==> config.mk <==
export PLATFORM = sky130hd
export DESIGN_NAME = irq_unit
export DESIGN_NICKNAME = d
export VERILOG_FILES = /design/src/shared/irq_unit_pkg.sv /design/src/hdl/irq_unit.sv
export VERILOG_INCLUDE_DIRS = /design/src /design/src/shared
export SDC_FILE = /design/constraint.sdc
export NUM_CORES = 1
export LEC_CHECK = 0
export BUFFER_PORTS_ARGS = -buffer_cell sky130_fd_sc_hd__buf_2
export CELL_PAD_IN_SITES_DETAIL_PLACEMENT = 0
export CELL_PAD_IN_SITES_GLOBAL_PLACEMENT = 1
export CORE_ASPECT_RATIO = 1.25
export CORE_MARGIN = 10
export CORE_UTILIZATION = 46
export DETAILED_ROUTE_END_ITERATION = 16
export HOLD_SLACK_MARGIN = 0.06
export PLACE_DENSITY = 0.88
export SLEW_MARGIN = 25
export SYNTH_ARGS = -nofsm -noshare
export SYNTH_HDL_FRONTEND = slang
export SYNTH_SLANG_ARGS = --single-unit
==> constraint.sdc <==
create_clock -name clk_sys -period 5.1 [get_ports clk_sys]
set_clock_uncertainty 0.15 [all_clocks]
set_input_delay 0.765 -clock clk_sys [delete_from_list [all_inputs] [get_ports clk_sys]]
set_output_delay 0.765 -clock clk_sys [all_outputs]
set_load 0.005 [all_outputs]
==> src/shared/irq_unit_params.svh <==
// Constants of the two-level vectored interrupt unit.
// Assumes inclusion by bare name from design files only.
`ifndef IRQ_UNIT_PARAMS_SVH
`define IRQ_UNIT_PARAMS_SVH

// Register byte offsets
`define OFS_BASIC_EN    8'h00
`define OFS_EXT_EN_ONE  8'h04
`define OFS_EXT_EN_TWO  8'h08
`define OFS_BASIC_PRI   8'h0C
`define OFS_EXT_PRI_ONE 8'h10
`define OFS_EXT_PRI_TWO 8'h14
`define OFS_PENDING     8'h18
`define OFS_STATUS      8'h1C

// Field positions
`define GLOBAL_EN_BIT   7
`define PRI_UNUSED_BIT  7
`define RSVD_ORDER_A    8
`define RSVD_ORDER_B    15
`define HW_CLR_LAST     3

// Reset values
`define EN_RESET        8'h00
`define PRI_RESET       8'h00
`define PEND_RESET      16'h0000

// Vectors
`define RESET_VECTOR    16'h0000
`define VECTOR_BASE     16'h0003

// Timing
`define LONG_CALL_INSTR_CYCLES    3'h4

`endif

==> src/shared/irq_unit_pkg.sv <==
// Types of the two-level vectored interrupt unit.
// Assumes no other package.
package irq_unit_pkg;

    typedef enum logic [0:0] {
        ST_RUN  = 1'b0,
        ST_CALL = 1'b1
    } call_state_t;

    typedef logic [1:0] axi_resp_t;

endpackage : irq_unit_pkg

==> src/hdl/irq_unit.sv <==
// Vectored interrupt unit with two priority levels, AXI4-Lite registers.
// Assumes a CPU core on clk_sys reporting instruction ends and returns.
`timescale 1ns/1ps
`include "irq_unit_params.svh"

module irq_unit
    import irq_unit_pkg::*;
#(
    parameter int NUM_SRC = 16
) (
    input  wire logic                clk_sys,
    input  wire logic                rst_b,
    input  wire logic                ce,
    // AXI4-Lite slave
    input  wire logic [7:0]          s_awaddr,
    input  wire logic                s_awvalid,
    output logic                     s_awready,
    input  wire logic [31:0]         s_wdata,
    input  wire logic [3:0]          s_wstrb,
    input  wire logic                s_wvalid,
    output logic                     s_wready,
    output logic [1:0]               s_bresp,
    output logic                     s_bvalid,
    input  wire logic                s_bready,
    input  wire logic [7:0]          s_araddr,
    input  wire logic                s_arvalid,
    output logic                     s_arready,
    output logic [31:0]              s_rdata,
    output logic [1:0]               s_rresp,
    output logic                     s_rvalid,
    input  wire logic                s_rready,
    // Sources
    input  wire logic [NUM_SRC-1:0]  src_event,
    input  wire logic                ext_irq_pin0,
    input  wire logic                ext_irq_pin1,
    // CPU side
    input  wire logic                instr_done,
    input  wire logic                next_multi_cycle,
    input  wire logic                return_from_irq_instr_done,
    output logic                     long_call_instr_busy,
    output logic                     long_call_instr_last,
    output logic [15:0]              long_call_instr_vector
);

    localparam axi_resp_t RESP_OK  = 2'h0;
    localparam axi_resp_t RESP_ERR = 2'h2;

    // Register state
    logic [7:0]         basic_irq_enable_reg_r;
    logic [7:0]         ext_irq_enable_reg_one_r;
    logic [7:0]         ext_irq_enable_reg_two_r;
    logic [7:0]         basic_irq_priority_reg_r;
    logic [7:0]         ext_irq_priority_reg_one_r;
    logic [7:0]         ext_irq_priority_reg_two_r;
    logic [NUM_SRC-1:0] pend_r;
    logic [NUM_SRC-1:0] pend_nxt;
    logic [NUM_SRC-1:0] shadow_en_r;
    logic               clr_window_r;
    logic               isr_hi_r;
    logic               isr_lo_r;
    call_state_t        state_r;
    logic [2:0]         cnt_r;
    logic [3:0]         win_idx_r;
    logic               win_hi_r;
    logic [2:0]         pin0_sync_r;
    logic [2:0]         pin1_sync_r;

    // Falling edges on the active-low pins; stage 0 only feeds stage 1
    wire pin0_fall = pin0_sync_r[2] & ~pin0_sync_r[1];
    wire pin1_fall = pin1_sync_r[2] & ~pin1_sync_r[1];

    always_ff @(posedge clk_sys or negedge rst_b) begin
        if (!rst_b) begin
            pin0_sync_r <= 3'h7;
            pin1_sync_r <= 3'h7;
        end else if (ce) begin
            pin0_sync_r <= {pin0_sync_r[1:0], ext_irq_pin0};
            pin1_sync_r <= {pin1_sync_r[1:0], ext_irq_pin1};
        end
    end

    // Bus decode
    wire wr_go     = s_awvalid & s_wvalid & ~s_bvalid & ce;
    wire rd_go     = s_arvalid & ~s_rvalid & ce;
    wire wr_en_b   = wr_go & s_wstrb[0];
    wire wr_en_h   = wr_go & s_wstrb[1];
    wire [7:0] wd  = s_wdata[7:0];
    wire a_ben     = s_awaddr == `OFS_BASIC_EN;
    wire a_een1    = s_awaddr == `OFS_EXT_EN_ONE;
    wire a_een2    = s_awaddr == `OFS_EXT_EN_TWO;
    wire a_bpri    = s_awaddr == `OFS_BASIC_PRI;
    wire a_epri1   = s_awaddr == `OFS_EXT_PRI_ONE;
    wire a_epri2   = s_awaddr == `OFS_EXT_PRI_TWO;
    wire a_pend    = s_awaddr == `OFS_PENDING;
    wire a_stat    = s_awaddr == `OFS_STATUS;
    wire wr_hit    = a_ben | a_een1 | a_een2 | a_bpri | a_epri1
                   | a_epri2 | a_pend | a_stat;

    assign s_awready = wr_go;
    assign s_wready  = wr_go;
    assign s_arready = rd_go;

    // Orders 0-6 in basic, 7-14 in extended one; 8 and 15 are holes
    wire [NUM_SRC-1:0] rsvd_mask = ~(16'h0001 << `RSVD_ORDER_A)
                                 & ~(16'h0001 << `RSVD_ORDER_B);
    wire [NUM_SRC-1:0] en_vec  = {1'b0, ext_irq_enable_reg_one_r,
                                  basic_irq_enable_reg_r[6:0]};
    wire [NUM_SRC-1:0] pri_vec = {1'b0, ext_irq_priority_reg_one_r,
                                  basic_irq_priority_reg_r[6:0]};
    wire               glob_en = basic_irq_enable_reg_r[`GLOBAL_EN_BIT];

    // Enables just cleared by a write: the old set lives one more
    // instruction unless a multi-cycle one follows
    wire [NUM_SRC-1:0] eff_en = (clr_window_r & ~next_multi_cycle)
                              ? shadow_en_r : en_vec;
    wire [NUM_SRC-1:0] live = pend_r & eff_en & rsvd_mask;
    wire               gate = clr_window_r & ~next_multi_cycle
                              ? shadow_en_r[NUM_SRC-1] | glob_en : glob_en;
    wire [NUM_SRC-1:0] req_hi = live & pri_vec & {NUM_SRC{gate}};
    wire [NUM_SRC-1:0] req_lo = live & ~pri_vec & {NUM_SRC{gate}};

    // Lowest order wins within a level
    logic [3:0] hi_idx;
    logic [3:0] lo_idx;
    always_comb begin
        hi_idx = 4'h0;
        lo_idx = 4'h0;
        for (int i = NUM_SRC - 1; i >= 0; i--) begin
            if (req_hi[i]) begin
                hi_idx = 4'(i);
            end
            if (req_lo[i]) begin
                lo_idx = 4'(i);
            end
        end
    end

    wire any_hi  = |req_hi;
    wire any_lo  = |req_lo;
    wire ok_hi   = any_hi & ~isr_hi_r;
    wire ok_lo   = any_lo & ~isr_hi_r & ~isr_lo_r;
    // Return cycle never takes: one more instruction must finish first
    wire take    = ce & (state_r == ST_RUN) & instr_done & ~return_from_irq_instr_done
                 & (ok_hi | ok_lo);
    wire [3:0] take_idx = ok_hi ? hi_idx : lo_idx;
    wire call_end = ce & (state_r == ST_CALL)
                  & (cnt_r == `LONG_CALL_INSTR_CYCLES - 3'h1);

    // Pending flags: events set, software writes, hardware clear
    logic [NUM_SRC-1:0] hw_set;
    always_comb begin
        hw_set    = src_event;
        hw_set[0] = src_event[0] | pin0_fall;
        hw_set[2] = src_event[2] | pin1_fall;
        pend_nxt  = pend_r;
        if (wr_go & a_pend) begin
            if (wr_en_b) begin
                pend_nxt[7:0] = wd;
            end
            if (wr_en_h) begin
                pend_nxt[15:8] = s_wdata[15:8];
            end
        end
        if (call_end && win_idx_r <= 4'(`HW_CLR_LAST)) begin
            pend_nxt[win_idx_r] = 1'b0;
        end
        pend_nxt = (pend_nxt | hw_set) & rsvd_mask;
    end

    always_ff @(posedge clk_sys or negedge rst_b) begin
        if (!rst_b) begin
            pend_r <= `PEND_RESET;
        end else if (ce) begin
            pend_r <= pend_nxt;
        end
    end

    // Register writes
    always_ff @(posedge clk_sys or negedge rst_b) begin
        if (!rst_b) begin
            basic_irq_enable_reg_r     <= `EN_RESET;
            ext_irq_enable_reg_one_r   <= `EN_RESET;
            ext_irq_enable_reg_two_r   <= `EN_RESET;
            basic_irq_priority_reg_r   <= `PRI_RESET;
            ext_irq_priority_reg_one_r <= `PRI_RESET;
            ext_irq_priority_reg_two_r <= `PRI_RESET;
        end else if (wr_en_b) begin
            if (a_ben) basic_irq_enable_reg_r <= wd;
            if (a_een1) ext_irq_enable_reg_one_r <= wd;
            if (a_een2) ext_irq_enable_reg_two_r <= wd;
            if (a_bpri) basic_irq_priority_reg_r <= {1'b0, wd[6:0]};
            if (a_epri1) ext_irq_priority_reg_one_r <= wd;
            if (a_epri2) ext_irq_priority_reg_two_r <= wd;
        end
    end

    // Enable-clear window, closed by the next instruction end
    wire en_clearing = wr_en_b & ((a_ben & |(basic_irq_enable_reg_r & ~wd))
                     | (a_een1 & |(ext_irq_enable_reg_one_r & ~wd)));
    always_ff @(posedge clk_sys or negedge rst_b) begin
        if (!rst_b) begin
            clr_window_r <= 1'b0;
            shadow_en_r  <= '0;
        end else if (ce) begin
            if (en_clearing) begin
                clr_window_r <= 1'b1;
                shadow_en_r  <= {glob_en, en_vec[NUM_SRC-2:0]};
            end else if (instr_done) begin
                clr_window_r <= 1'b0;
            end
        end
    end

    // Call sequencer and in-service levels
    always_ff @(posedge clk_sys or negedge rst_b) begin
        if (!rst_b) begin
            state_r      <= ST_RUN;
            cnt_r        <= 3'h0;
            win_idx_r    <= 4'h0;
            win_hi_r     <= 1'b0;
            long_call_instr_vector <= `RESET_VECTOR;
            isr_hi_r     <= 1'b0;
            isr_lo_r     <= 1'b0;
        end else if (ce) begin
            case (state_r)
                ST_RUN: begin
                    if (take) begin
                        state_r      <= ST_CALL;
                        cnt_r        <= 3'h0;
                        win_idx_r    <= take_idx;
                        win_hi_r     <= ok_hi;
                        long_call_instr_vector <= `VECTOR_BASE
                                      + {9'h000, take_idx, 3'h0};
                    end
                end
                ST_CALL: begin
                    cnt_r <= cnt_r + 3'h1;
                    if (call_end) begin
                        state_r <= ST_RUN;
                    end
                end
                default: state_r <= ST_RUN;
            endcase
            // Return drops the highest level in service
            if (call_end) begin
                if (win_hi_r) isr_hi_r <= 1'b1;
                else isr_lo_r <= 1'b1;
            end else if (return_from_irq_instr_done) begin
                if (isr_hi_r) isr_hi_r <= 1'b0;
                else isr_lo_r <= 1'b0;
            end
        end
    end

    assign long_call_instr_busy = state_r == ST_CALL;
    assign long_call_instr_last = call_end;

    // Write response
    always_ff @(posedge clk_sys or negedge rst_b) begin
        if (!rst_b) begin
            s_bvalid <= 1'b0;
            s_bresp  <= RESP_OK;
        end else if (ce) begin
            if (wr_go) begin
                s_bvalid <= 1'b1;
                s_bresp  <= wr_hit ? RESP_OK : RESP_ERR;
            end else if (s_bready) begin
                s_bvalid <= 1'b0;
            end
        end
    end

    // Read data
    logic [31:0] rd_mux;
    logic        rd_hit;
    always_comb begin
        rd_hit = 1'b1;
        case (s_araddr)
            `OFS_BASIC_EN:    rd_mux = {24'h0, basic_irq_enable_reg_r};
            `OFS_EXT_EN_ONE:  rd_mux = {24'h0, ext_irq_enable_reg_one_r};
            `OFS_EXT_EN_TWO:  rd_mux = {24'h0, ext_irq_enable_reg_two_r};
            `OFS_BASIC_PRI:   rd_mux = {24'h0, 1'b1, basic_irq_priority_reg_r[6:0]};
            `OFS_EXT_PRI_ONE: rd_mux = {24'h0, ext_irq_priority_reg_one_r};
            `OFS_EXT_PRI_TWO: rd_mux = {24'h0, ext_irq_priority_reg_two_r};
            `OFS_PENDING:     rd_mux = {16'h0, pend_r};
            `OFS_STATUS:      rd_mux = {8'h0, long_call_instr_vector, win_idx_r,
                                        1'b0, long_call_instr_busy, isr_hi_r, isr_lo_r};
            default: begin
                rd_mux = 32'h0;
                rd_hit = 1'b0;
            end
        endcase
    end

    always_ff @(posedge clk_sys or negedge rst_b) begin
        if (!rst_b) begin
            s_rvalid <= 1'b0;
            s_rdata  <= 32'h0;
            s_rresp  <= RESP_OK;
        end else if (ce) begin
            if (rd_go) begin
                s_rvalid <= 1'b1;
                s_rdata  <= rd_mux;
                s_rresp  <= rd_hit ? RESP_OK : RESP_ERR;
            end else if (s_rready) begin
                s_rvalid <= 1'b0;
            end
        end
    end

    // Checks
    AST_CALL_LEN: assert property (@(posedge clk_sys) disable iff (!rst_b || !ce)
        take |=> long_call_instr_busy [*4] ##1 !long_call_instr_busy)
        else $error("long call not four cycles");
    AST_GATED: assert property (@(posedge clk_sys) disable iff (!rst_b)
        take |-> eff_en[take_idx] && pend_r[take_idx] && gate)
        else $error("disabled source taken");
    AST_GLOBAL: assert property (@(posedge clk_sys) disable iff (!rst_b)
        (!glob_en && !clr_window_r) |-> !take)
        else $error("taken with global enable low");
    AST_VEC: assert property (@(posedge clk_sys) disable iff (!rst_b)
        long_call_instr_busy |-> long_call_instr_vector == 16'h0003 + 16'(win_idx_r) * 16'h0008
            && win_idx_r != 4'h8 && win_idx_r != 4'hF)
        else $error("wrong vector");
    AST_HI_HOLD: assert property (@(posedge clk_sys) disable iff (!rst_b)
        isr_hi_r |-> !take)
        else $error("high routine preempted");
    AST_LO_WAIT: assert property (@(posedge clk_sys) disable iff (!rst_b)
        (take && isr_lo_r) |-> ok_hi)
        else $error("low routine preempted by equal level");
    AST_RETURN_FROM_IRQ_INSTR: assert property (@(posedge clk_sys) disable iff (!rst_b)
        return_from_irq_instr_done |-> !take)
        else $error("call in return cycle");
    AST_PRIO: assert property (@(posedge clk_sys) disable iff (!rst_b)
        (take && any_hi && !isr_hi_r) |-> pri_vec[take_idx]
            && (req_hi & ((16'h0001 << take_idx) - 16'h0001)) == 16'h0)
        else $error("wrong arbitration winner");
    AST_HWCLR: assert property (@(posedge clk_sys) disable iff (!rst_b || !ce)
        (call_end && win_idx_r <= 4'h3 && !hw_set[win_idx_r]
            && !(wr_go && a_pend))
        |=> !pend_r[$past(win_idx_r)])
        else $error("hardware clear missed");
    AST_SET: assert property (@(posedge clk_sys) disable iff (!rst_b || !ce)
        (|(src_event & rsvd_mask)) |=> (pend_r & $past(src_event) & rsvd_mask)
            == ($past(src_event) & rsvd_mask))
        else $error("event flag not set");
    AST_ISR: assert property (@(posedge clk_sys) disable iff (!rst_b || !ce)
        call_end |=> (win_hi_r ? isr_hi_r : isr_lo_r))
        else $error("level not marked in service");

endmodule : irq_unit

; After elaboration in Yosys (flattened, before gate mapping)
; Index checks and enable logic that the tools add are counted.
; Widths: inputs -> output; s select.
[totals]
register_bits = 149
latch_bits = 0
ram_bits = 0
rom_bits = 0
output_inout_bits = 59
wordCells = 195
memories = 0
[op_classes]
add_sub_neg = 2
mul = 0
div_mod_pow = 0
order_cmp = 3
n_eq_ne = 19
n_shift = 0
muxes = 63
bitwise_logic = 56
n_reduce_logical = 29
[op_table]
columns = cell, count
row1 = $pmux 24 s8, 1
row2 = $mux 4, 33
row3 = $eq 8x5->1 const B, 8
row4 = $and 15x15->15, 3
row5 = $mux 15, 3
row6 = $and 15x16->16, 2
row7 = $eq 8x4->1 const B, 4
row8 = $reduce_or 16->1, 2
row9 = $reduce_and 2->1, 13
row10 = $reduce_or 8->1, 3
row11 = $and 1x1->1, 23
row12 = $mux 1, 18
row13 = $and 16x16->16, 1
row14 = $and 8x8->8, 2
row15 = $eq 8x3->1 const B, 2
row16 = $logic_not 8->1, 2
row17 = $not 15->16, 1
row18 = $not 15->15, 1
row19 = $or 15x15->15, 1
row20 = $or 1x1->1, 12
row21 = $not 1->1, 9
row22 = $add 2x7->8 const A, 1
row23 = $mux 8, 1
row24 = $not 8->8, 1
row25 = 17 further kinds, 25

; Depth between registers and ports, before layout
; Gate-level depths: netlist of the first run.
[logic_depth]
ltp_word = 24
depth_mapped = 9
depth_no_buf = 7

; Least setup slack after synthesis of the first run
; OpenSTA, ideal clock, no wires.
[synth_timing]
path_kind = input -> register
startpoint = in ce
endpoint = reg shadow_en_r[10]
setup_time_ps = 125
arrival_ps = 2611
required_time_ps = 4825
path_slack_ps = 2214
cell_stages = 9
path_cell_list = buf_2 -> and4b_1 -> nor4b_4 -> and3b_1 -> nand3b_2 -> nor2_1 -> a21oi_2 -> buf_2 -> mux2_2
[synth_between]
elab_chain_cells = 4
[synth_rtl]
columns = item, line
row1 = "start, declared", irq_unit.sv:13  ; input wire logic ce,
row2 = $and 1x1->1, irq_unit.sv:83  ; wire wr_go = s_awvalid & s_wvalid & ~s_bvalid & ce;
row3 = named net s_awready, irq_unit.sv:17  ; output logic s_awready,
row4 = $and 1x1->1, irq_unit.sv:85  ; wire wr_en_b = wr_go & s_wstrb[0];
row5 = $and 1x1->1, irq_unit.sv:198  ; wire en_clearing = wr_en_b & ((a_ben & |(basic_irq_enable_reg_r & ~wd))
row6 = $reduce_and 2->1 (no source line), --
row7 = "end signal, assigned", irq_unit.sv:207  ; shadow_en_r <= {glob_en, en_vec[NUM_SRC-2:0]};
row8 = "end, declared", irq_unit.sv:57  ; logic [NUM_SRC-1:0] shadow_en_r;
; The timed path passes the listed nets, and every way through them passes these cells.
; A chain may end at the register's enable or synchronous reset.

; Worst setup path in the final report of the first run
[layout_timing]
startpoint = in next_multi_cycle
endpoint = reg win_idx_r[3]
[layout_between]
elab_chain_cells = 22
[layout_rtl]
columns = item, line
row1 = "start, declared", irq_unit.sv:38  ; input wire logic next_multi_cycle,
row2 = $not 1->1 *, "irq_unit.sv:114, irq_unit.sv:117"
row3 = $and 1x1->1 *, "irq_unit.sv:114, irq_unit.sv:117"
row4 = $mux 15, irq_unit.sv:115  ; ? shadow_en_r : en_vec;
row5 = $and 15x15->15, irq_unit.sv:116  ; wire [NUM_SRC-1:0] live = pend_r & eff_en & rsvd_mask;
row6 = $and 15x16->16 / $and 15x15->15 (equally long branches), "irq_unit.sv:120, irq_unit.sv:119"
row7 = $and 16x16->16 / $and 15x16->16 (equally long branches), "irq_unit.sv:120, irq_unit.sv:119"
row8 = "$mux 4, on equally long branches (15 in a row)", "irq_unit.sv:132, irq_unit.sv:129"
row9 = $mux 4, irq_unit.sv:145  ; wire [3:0] take_idx = ok_hi ? hi_idx : lo_idx;
row10 = "end signal, assigned", irq_unit.sv:230  ; win_idx_r <= take_idx;
row11 = "end, declared", irq_unit.sv:63  ; logic [3:0] win_idx_r;
; Every way passes the cells marked *; elsewhere a longest branch is shown, timed or not.

==> results of run 1 <==
==> worst paths after layout <==
kind	start	end	cells after the start	slack, ps
max	next_multi_cycle	win_idx_r[3]	8	1760
min	rst_b	ext_irq_enable_reg_one_r[5]	1	310
max reg2reg	clr_window_r	win_idx_r[3]	7	1830
min reg2reg	s_rdata[14]	s_rdata[14]	2	330
max in group asynchronous	rst_b	cnt_r[2]	2	3390
min in group clk_sys	s_rdata[14]	s_rdata[14]	2	330
==> kinds of logic (layout without fill, tap and decap cells) <==
logic type	after synthesis	count (layout)	share of synthesized area, %
other	1	29	0.05810
AOI/OAI and AO/OA	152	152	17.66
DFF	114	114	44.31
adders and majority gates	2	2	0.3876
and+or+nand+nor	198	198	15.91
muxes	80	80	14.34
buffers and inverters	90	157	7.327
==> worst reg2reg max path, stage by stage, from the launching register on <==
cell and delay (ps):
dfrtp_1 460, nand2b_1 540, mux2_4 380, a32o_1 330, o41ai_2 500, a21o_1 290, nand2_1 150, mux2_1 350
==> routing by layer <==
layer  vias up  share of wire [%]  wire length (µm)  global-route usage [%]
met5         -                  0                 0                       0
met4         0                2.8               552                   7.496
met3        31                6.4              1282                   5.186
met2       218                 50             10040                   34.44
met1      2638                 40              8063                   24.52
li1       2424                  -                 -                       -
==> sequential cells by signal, summed over array words and instances (netlist names), 4 cells and up <==
register and flops:
s_rdata 15, basic_irq_enable_reg_r 8, shadow_en_r 15, basic_irq_priority_reg_r 7, ext_irq_priority_reg_two_r 8, ext_irq_enable_reg_one_r 8, pend_r 14, win_idx_r 4
ext_irq_enable_reg_two_r 8, ext_irq_priority_reg_one_r 8
==> cells in the mapped netlist (3+ instances only) <==
cell type    n
a2111oi_0    3
a21oi_1     22
a221o_1      6
a22oi_1     13
a31o_2       3
a31oi_1      6
a32o_1       7
and2_1       3
and3_1       4
and4b_1      5
buf_1        5
buf_4       31
clkbuf_1    16
dfrtp_1    108
dfstp_2      6
inv_1       33
mux2_2      58
mux2i_1     15
mux4_2       3
nand2_1     78
nand2b_1     7
nand3_1     18
nand3b_1     8
nor2_1      26
nor2b_1     13
nor3_1      10
nor3b_1      3
o211ai_1     3
o21ai_0     40
o22ai_1     14
or2_2        7
or3_1        3
==> area by class of cell <==
cell class,instances,share of cell area (%)
Inverter,33,1.654
Sequential cell,114,38.19
Tap cell,175,2.923
Clock buffer,22,6.331
Timing Repair Buffer,92,6.315
Clock inverter,10,1.437
Multi-Input combinational cell,461,43.15
==> power by group through the flow <==
stage | clock network (mW) | registers [mW] | logic, mW
6_report | 1.16 | 0.952 | 0.159
4_1_cts | 1.17 | 0.952 | 0.159
5_1_grt | 1.22 | 0.955 | 0.179
2_1_floorplan | 0 | 0.960 | 0.0985
3_5_place_dp | 0 | 0.967 | 0.158
3_3_place_gp | 0 | 0.965 | 0.154
==> results.toml, run 1 <==
[status]
status = "completed"

[timing]
slew_violations = 0
hold_viol = 0
rsz0062_at_grt = "no"
whs_ps = 305.5
setup_viol = 0
fmax_ghz = 0.2992
post-route-period-util_pct = 65.55
worstMarginPinSlew_ps = 1012
setup_ws_ps = 1757
finalCriticalPeriod_ps = 3343
slew_headroom_pct = 32.24
tns_ps = 0

[power_and_ir_drop]
p_int_mw = 1.742
power_frac_seq_pct = 41.9
power_switching_share_pct = 23.33
p_per_area_mw_per_mm2 = 303.3
total_power_mw = 2.271
leakage_nw = 3.502
p_clk_share_pct = 51.1
comb_power_share_pct = 7.0
ir_worst_vdd_mv = 0.1819
power.switching_mw = 0.5298

[drt]
post_drt_wl_per_cell_um = 21.98
vias = 5311
routed_wl_um = 19940
viasPerCell = 5.856
ant_nets = 0
dr.pass1.iters = 7
drc = 0
drt_iter0_drc = 397

[logic_synthesis]
async_flop_share_pct = 100.0
ys_top_cells_by_area = "dfrtp_1 42%, mux2_2 10%, nand2_1 4.5%, buf_4 3.6%, o21ai_0 3.1%"
ys_ff_latch = 114
yosysWarnings = 0
syn-cell-area_mm2 = 0.006455
synth-edff-count = 0
yosysSeqAreaShare_pct = 44.31
ys.flop_type = "dfrtp_1"
synth_top_area_share_pct = 41.87
synth_cell_types = 77
postSynthCellCount = 637
syn_area_per_cell_um2 = 10.13
synth_top_area_cell = "dfrtp_1"

[hold_path]
hold_path_class = "in -> async"

[layout]
nets = 802
fin_area_mm2 = 0.007490
antenna_cells = 0
syn_to_final_growth_pct = 16.03
drive_above_1_share_pct = 29.92
multi_input_area_mm2 = 0.003232
fin_util_pct = 54.22
final-seq-area_mm2 = 0.002860
nFillCells = 1266
layout.cells.non_filler = 907
final_common_cell = "dfrtp_1"
layout_common_cells = "108 x dfrtp_1, 87 x buf_2, 78 x nand2_1"

[floorplanning]
die_x_um = 126.0
initial_core_util_pct = 46.73
fp-row-count = 48
ios = 140
die_y_um = 152.4
dieArea_mm2 = 0.01920
core_mm2 = 0.01381

[clocking]
cts_resized = 0
root_buffer = "clkbuf_16"
htreeDepth = 4
path_clk_slew_ps = 50
cts_buffer_depth = 2
insertion_delay_ps = 420
post_cts_buffers = 0
cts_tree = "done"
cts_buffers = 17
cts_hold_buf = 0
clock-sinks = 114

[critical_path]
crit_slowest_cell = "nand2b_1"
critPathTopFamily = "compound AO/OA/AOI/OAI gates"
path_buf_inv = 1
crit_type = "in -> reg"
critPathLaunchType = "input pin"
crit_chain = "buf_2, nand2b_1, mux2_4, a32o_1, o41ai_2, a21o_1, nand2_1, mux2_1"
worstPathRequired_ps = 5240
cp_slowest_stage_delay_ps = 570
end_kind = "flop"
critPathArrivalTime_ps = 3490
cp_max_fo = 12

[placed_design]
gp_congestion = 0.9614
dp_slack_ps = 1392
hpwl_um = 15300
port_buffers = 88
placed_cells = 875
placed_area_mm2 = 0.006903

[global_route]
antenna_found_initial = 0
track_usage_pct = 20.46
grt_first_pass_wirelength_um = 30720
overflow = 0
grt_max_degree = 69
grt_pass1_vias = 5391

[run]
drv_cap = 0
No activity file was read; power rests on OpenSTA's default activity.
==> run 2: changes to the inputs <==
ABC_AREA = 1   (was not set)
CORE_UTILIZATION = 39   (was 46)
PLACE_DENSITY = 0.81   (was 0.88)
clock period = 3.2 ns   (was 5.1 ns; I/O delays follow)
==> run 2 against run 1 <==
Die area increased by 10%; via count increased by 7.6%; worst setup slack got worse by 960 ps; critical endpoint is now long_call_instr_vector[1]; largest cell class is now flip-flops and latches; largest power group unchanged.
==> results.toml, run 2 <==
[placed_design]
hpwl_um = 15410
gp_congestion = 0.8978
port_buffers = 88
dp_slack_ps = 555.5
placed_cells = 1087

[drt]
drc = 0
route.met3.wl_um = 1119
dr.pass1.iters = 5
m1WireLength_um = 8489
post_drt_wl_per_cell_um = 17.96
wl_met2_um = 9817
ant_nets = 0
top_layer = "met4"
viasPerCell = 5.104
vias = 5716
drt_iter0_drc = 557
routed_wl_um = 20110

[clocking]
root_buffer = "clkbuf_16"
cts_buffers = 17
htreeDepth = 4
path_clk_slew_ps = 60
cts_tree = "done"
clock-sinks = 114
cts_resized = 0
insertion_delay_ps = 420
cts_buffer_depth = 2

[critical_path]
crit_chain = "inv_2, nor2_4, o21ai_1, nand4_1, nand2_1, nor2_1, nand3_1, inv_1, nand2_2, nand3_4, inv_4, or2_1"
path_buf_inv = 3
cp_max_fo = 10
r2r_cells = 12
crit_type = "reg -> reg"
r2r_setup_slack_ps = 790
worstPathRequired_ps = 3360
end_kind = "flop"
critPathLaunchType = "flop"
critPathArrivalTime_ps = 2570
crit_slowest_cell = "dfrtp_1"
r2r-start = "clr_window_r"
worst_r2r_endpoint = "long_call_instr_vector[1]"
cp_slowest_stage_delay_ps = 520
critPathTopFamily = "simple AND/OR/NAND/NOR gates"

[logic_synthesis]
syn_area_per_cell_um2 = 7.673
synth_top_area_share_pct = 44.03
yosysSeqAreaShare_pct = 46.60
async_flop_share_pct = 100.0
synth.most_common_cell = "nand2_1"
synth-edff-count = 0
yosysWarnings = 0
ys.flop_type = "dfrtp_1"
syn-cell-area_mm2 = 0.006138
ys_ff_latch = 114
synth_top_area_cell = "dfrtp_1"
postSynthCellCount = 800
synth_cell_types = 47
synthTopCellsByCount = "249 x nand2_1, 108 x dfrtp_1, 90 x o21ai_0"
ys_top_cells_by_area = "dfrtp_1 44%, nand2_1 15%, o21ai_0 7.3%, inv_1 5.4%, buf_4 3.8%"

[layout]
syn_to_final_growth_pct = 20.12
final_common_cell = "nand2_1"
nets = 978
layout_common_cells = "249 x nand2_1, 108 x dfrtp_1, 90 x o21ai_0"
largest_registers = "s_rdata (15), shadow_en_r (15), pend_r (14)"
nFillCells = 1572
drive_above_1_share_pct = 16.96
antenna_cells = 0
fin_util_pct = 47.55
layout.cells.non_filler = 1120

[timing]
fmax_ghz = 0.4156
rsz0062_at_grt = "no"
post-route-period-util_pct = 75.20
slew_headroom_pct = 54.53
setup_ws_ps = 793.6
whs_ps = 94.24
worstMarginPinSlew_ps = 680.0
setup_viol = 0
finalCriticalPeriod_ps = 2406
tns_ps = 0
slew_violations = 0
hold_viol = 0

[power_and_ir_drop]
power_frac_seq_pct = 39.1
p_per_area_mw_per_mm2 = 531.1
ir_worst_vdd_mv = 0.2962
p_int_mw = 3.008
p_clk_share_pct = 54.3
leakage_nw = 3.719
power_switching_share_pct = 23.19
power.switching_mw = 0.9082
comb_power_share_pct = 6.6

[status]
status = "completed"

[hold_path]
hold_end = "pin1_sync_r[0]"
whs_path_depth = 3
min_from = "ext_irq_pin1"
hold_path_class = "in -> reg"

[floorplanning]
ios = 140
die_x_um = 132.2
fp-row-count = 51
initial_core_util_pct = 39.59
dieArea_mm2 = 0.02119
core_mm2 = 0.01551
die_y_um = 160.3

[global_route]
overflow = 0
grt_max_degree = 50
grt_pass1_vias = 5656
track_usage_pct = 19.22
grt_first_pass_wirelength_um = 31920
antenna_found_initial = 0

[run]
drv_cap = 0
-- run 2: timing repair --
item                      in CTS  in global routing
hold buffers                   1                  0
buffers inserted               0                  0
hold endpoints to repair      47                  0
-- run 2: through the flow --
stage	instance area, µm²	total power, mW
floorplan	6243	1.696
global placement	6701	1.810
detailed placement	6701	1.813
CTS	7373	3.924
global route	7373	4.044
finish	7373	3.916
-- run 2: power groups by stage --
stage / clock, mW / combinational (mW) / sequential [mW]
after floorplan: 0 / 0.148 / 1.55
after CTS: 2.13 / 0.261 / 1.53
after detailed placement: 0 / 0.259 / 1.55
final: 2.13 / 0.259 / 1.53
after global placement: 0 / 0.256 / 1.55
after global routing: 2.21 / 0.299 / 1.54
-- run 2: worst max-delay path by stage --
stage,endpoint,depth (start not counted),from,slack (ps)
finish,long_call_instr_vector[1],12,clr_window_r,790
floorplan,ext_irq_enable_reg_two_r[5],9,ce,1100
CTS,long_call_instr_vector[1],12,clr_window_r,760
detailed placement,ext_irq_enable_reg_two_r[0],8,ce,560
global route,win_idx_r[1],14,clr_window_r,510
global placement,ext_irq_enable_reg_two_r[0],8,ce,560
-- run 2: layout make-up --
| class | instances | area (µm²) | share of cell area, % |
|---|---|---|---|
| flip-flops and latches | 114 | 2860 | 38.79 |
| multi-input cells | 571 | 2709 | 36.74 |
| repair buffers | 96 | 518.0 | 7.025 |
| clock buffers | 20 | 456.7 | 6.194 |
| inverters | 95 | 359.1 | 4.870 |
| well taps | 212 | 265.3 | 3.597 |
| clock inverters | 12 | 205.2 | 2.783 |
-- run 2: per-layer routing --
metal  up-vias  GRT usage, %
li1       2771             -
met1      2707         23.49
met2       203         31.68
met3        35         4.269
met4         0         8.717
met5         -             0
-- run 2: cells by family after synthesis --
kind of cell	count (synthesis)	synth area share [%]
compound gates	178	17.14
fa+ha+maj	2	0.4076
buf+inv	143	10.99
flops	114	46.60
other cells	1	0.06109
simple gates	362	24.81
-- run 2: worst reg2reg max path: stages (launching register included) --
cell and delay, ps:
dfrtp_1 520, inv_2 80, nor2_4 230, o21ai_1 160, nand4_1 170, nand2_1 100, nor2_1 190, nand3_1 150
inv_1 90, nand2_2 70, nand3_4 120, inv_4 70, or2_1 200
==> run 3: changes to the inputs <==
clock period = 2.33 ns   (was 3.2 ns; I/O delays follow)
==> run 3 against run 2 <==
Count of clock-buffer cells in the layout grew 3; non-clock buffer count grew 56; sequential power grew 37%; routed wire length grew 4.6%; power grew 36%; design area grew 10%.
==> results.toml, run 3 (synthesized netlist as in run 2, its figures left out) <==
[hold_path]
min_from = "s_wdata[10]"
whs_path_depth = 3
hold_path_class = "in -> reg"
hold_end = "pend_r[10]"

[timing]
post-route-period-util_pct = 98.21
worstMarginPinSlew_ps = 579.5
hold_viol = 0
setup_viol = 0
slew_headroom_pct = 61.07
finalCriticalPeriod_ps = 2288
rsz0062_at_grt = "yes"
fmax_ghz = 0.4370
slew_violations = 0

[critical_path]
end_kind = "flop"
cp_max_fo = 5
critPathLaunchType = "flop"
r2r_cells = 16
worst_r2r_endpoint = "win_idx_r[3]"
r2r_setup_slack_ps = 40
critPathArrivalTime_ps = 2460
crit_type = "reg -> reg"
worstPathRequired_ps = 2500
r2r-start = "clr_window_r"

[global_route]
antenna_found_initial = 0
grt_pass1_vias = 5970
grt_max_degree = 52
grt_first_pass_wirelength_um = 32490
overflow = 0
track_usage_pct = 19.57

[drt]
dr.pass1.iters = 5
vias = 5963
drc = 0
viasPerCell = 5.066
ant_nets = 0
routed_wl_um = 21040
drt_iter0_drc = 424
post_drt_wl_per_cell_um = 17.87

[layout]
largest_registers = "s_rdata (15), shadow_en_r (15), pend_r (14)"
layout_common_cells = "217 x nand2_1, 107 x dfrtp_1, 88 x o21ai_0"
syn_to_final_growth_pct = 32.47
antenna_cells = 0
fin_util_pct = 52.44
nets = 1035
drive_above_1_share_pct = 25.80
final_common_cell = "nand2_1"
nFillCells = 1533
layout.cells.non_filler = 1177

[clocking]
cts_tree = "done"
cts_buffer_depth = 2
path_clk_slew_ps = 60
root_buffer = "clkbuf_16"
cts_buffers = 17
clock-sinks = 114
htreeDepth = 4
insertion_delay_ps = 420

[floorplanning]
initial_core_util_pct = 39.59
die_x_um = 132.2
core_mm2 = 0.01551
fp-row-count = 51
dieArea_mm2 = 0.02119
ios = 140
die_y_um = 160.3

[placed_design]
port_buffers = 88
gp_congestion = 0.9638
placed_cells = 1117
hpwl_um = 16050

[power_and_ir_drop]
p_per_area_mw_per_mm2 = 653.6
ir_worst_vdd_mv = 0.3796
leakage_nw = 4.020

[run]
drv_cap = 0

[status]
status = "completed"
[run 3: how the worst max path moves through the flow]
stage / to / from
after floorplan: long_call_instr_vector[1] / clr_window_r
after global placement: win_idx_r[2] / clr_window_r
after detailed placement: win_idx_r[2] / next_multi_cycle
after CTS: pend_r[9] / s_awaddr[7]
after global routing: win_idx_r[0] / clr_window_r
final: win_idx_r[3] / clr_window_r
[run 3: power by group]
| part | total, mW | switching [mW] | internal (mW) | leakage [nW] |
|---|---|---|---|---|
| registers | 2.10 | 0.0483 | 2.05 | 1.47 |
| logic | 0.398 | 0.252 | 0.146 | 2.24 |
| clock network | 2.81 | 0.917 | 1.90 | 0.313 |
[run 3: per-stage QoR]
step	instance area (µm²)	power, mW	TNS, ps	setup WS [ps]	hold WS, ps
finish	8132	5.315	0	41.68	70.20
global route	8132	5.492	-438.0	-147.1	82.31
CTS	7737	5.340	0	22.50	62.15
detailed placement	6927	2.506	-101.0	-29.74	199.6
global placement	6927	2.500	-110.3	-31.04	201.5
floorplan	6243	2.330	0	355.2	-96.09
[run 3: worst max-delay path, stage by stage, from the launching register on]
cell and delay, ps:
dfrtp_2 450, inv_2 60, nor2_4 170, buf_6 120, nand2_2 40, nand2_2 100, nand4_1 170, buf_4 190
nand3_2 70, nor2_2 50, nand3_4 100, inv_2 50, nand2_4 60, buf_4 110, nand3_2 110, nand2_1 100
nand2_1 50
[run 3: area by class of cell]
type                       count  area (µm²)  area share (%)
clock buffer                  23       488.0           6.001
clock inverter                 9       151.4           1.862
inverter                      95       361.6           4.447
multi-input combinational    572        2989           36.76
sequential                   114        2861           35.19
tap                          212       265.3           3.262
timing repair buffer         152        1015           12.48
[run 3: per-layer routing]
| metal | routed length (µm) | track usage [%] |
|---|---|---|
| met1 | 8533 | 23.13 |
| met2 | 10630 | 34.45 |
| met3 | 1179 | 3.453 |
| met4 | 691 | 7.515 |
| met5 | 0 | 0 |
[run 3: what timing repair did]
item,in CTS,in global routing
gates resized for setup,1,79
cloned,0,1
pin swaps,0,30
setup buffers,0,10
hold buffers,17,0
endpoints found under the hold margin,41,0
setup endpoints to repair,8,28
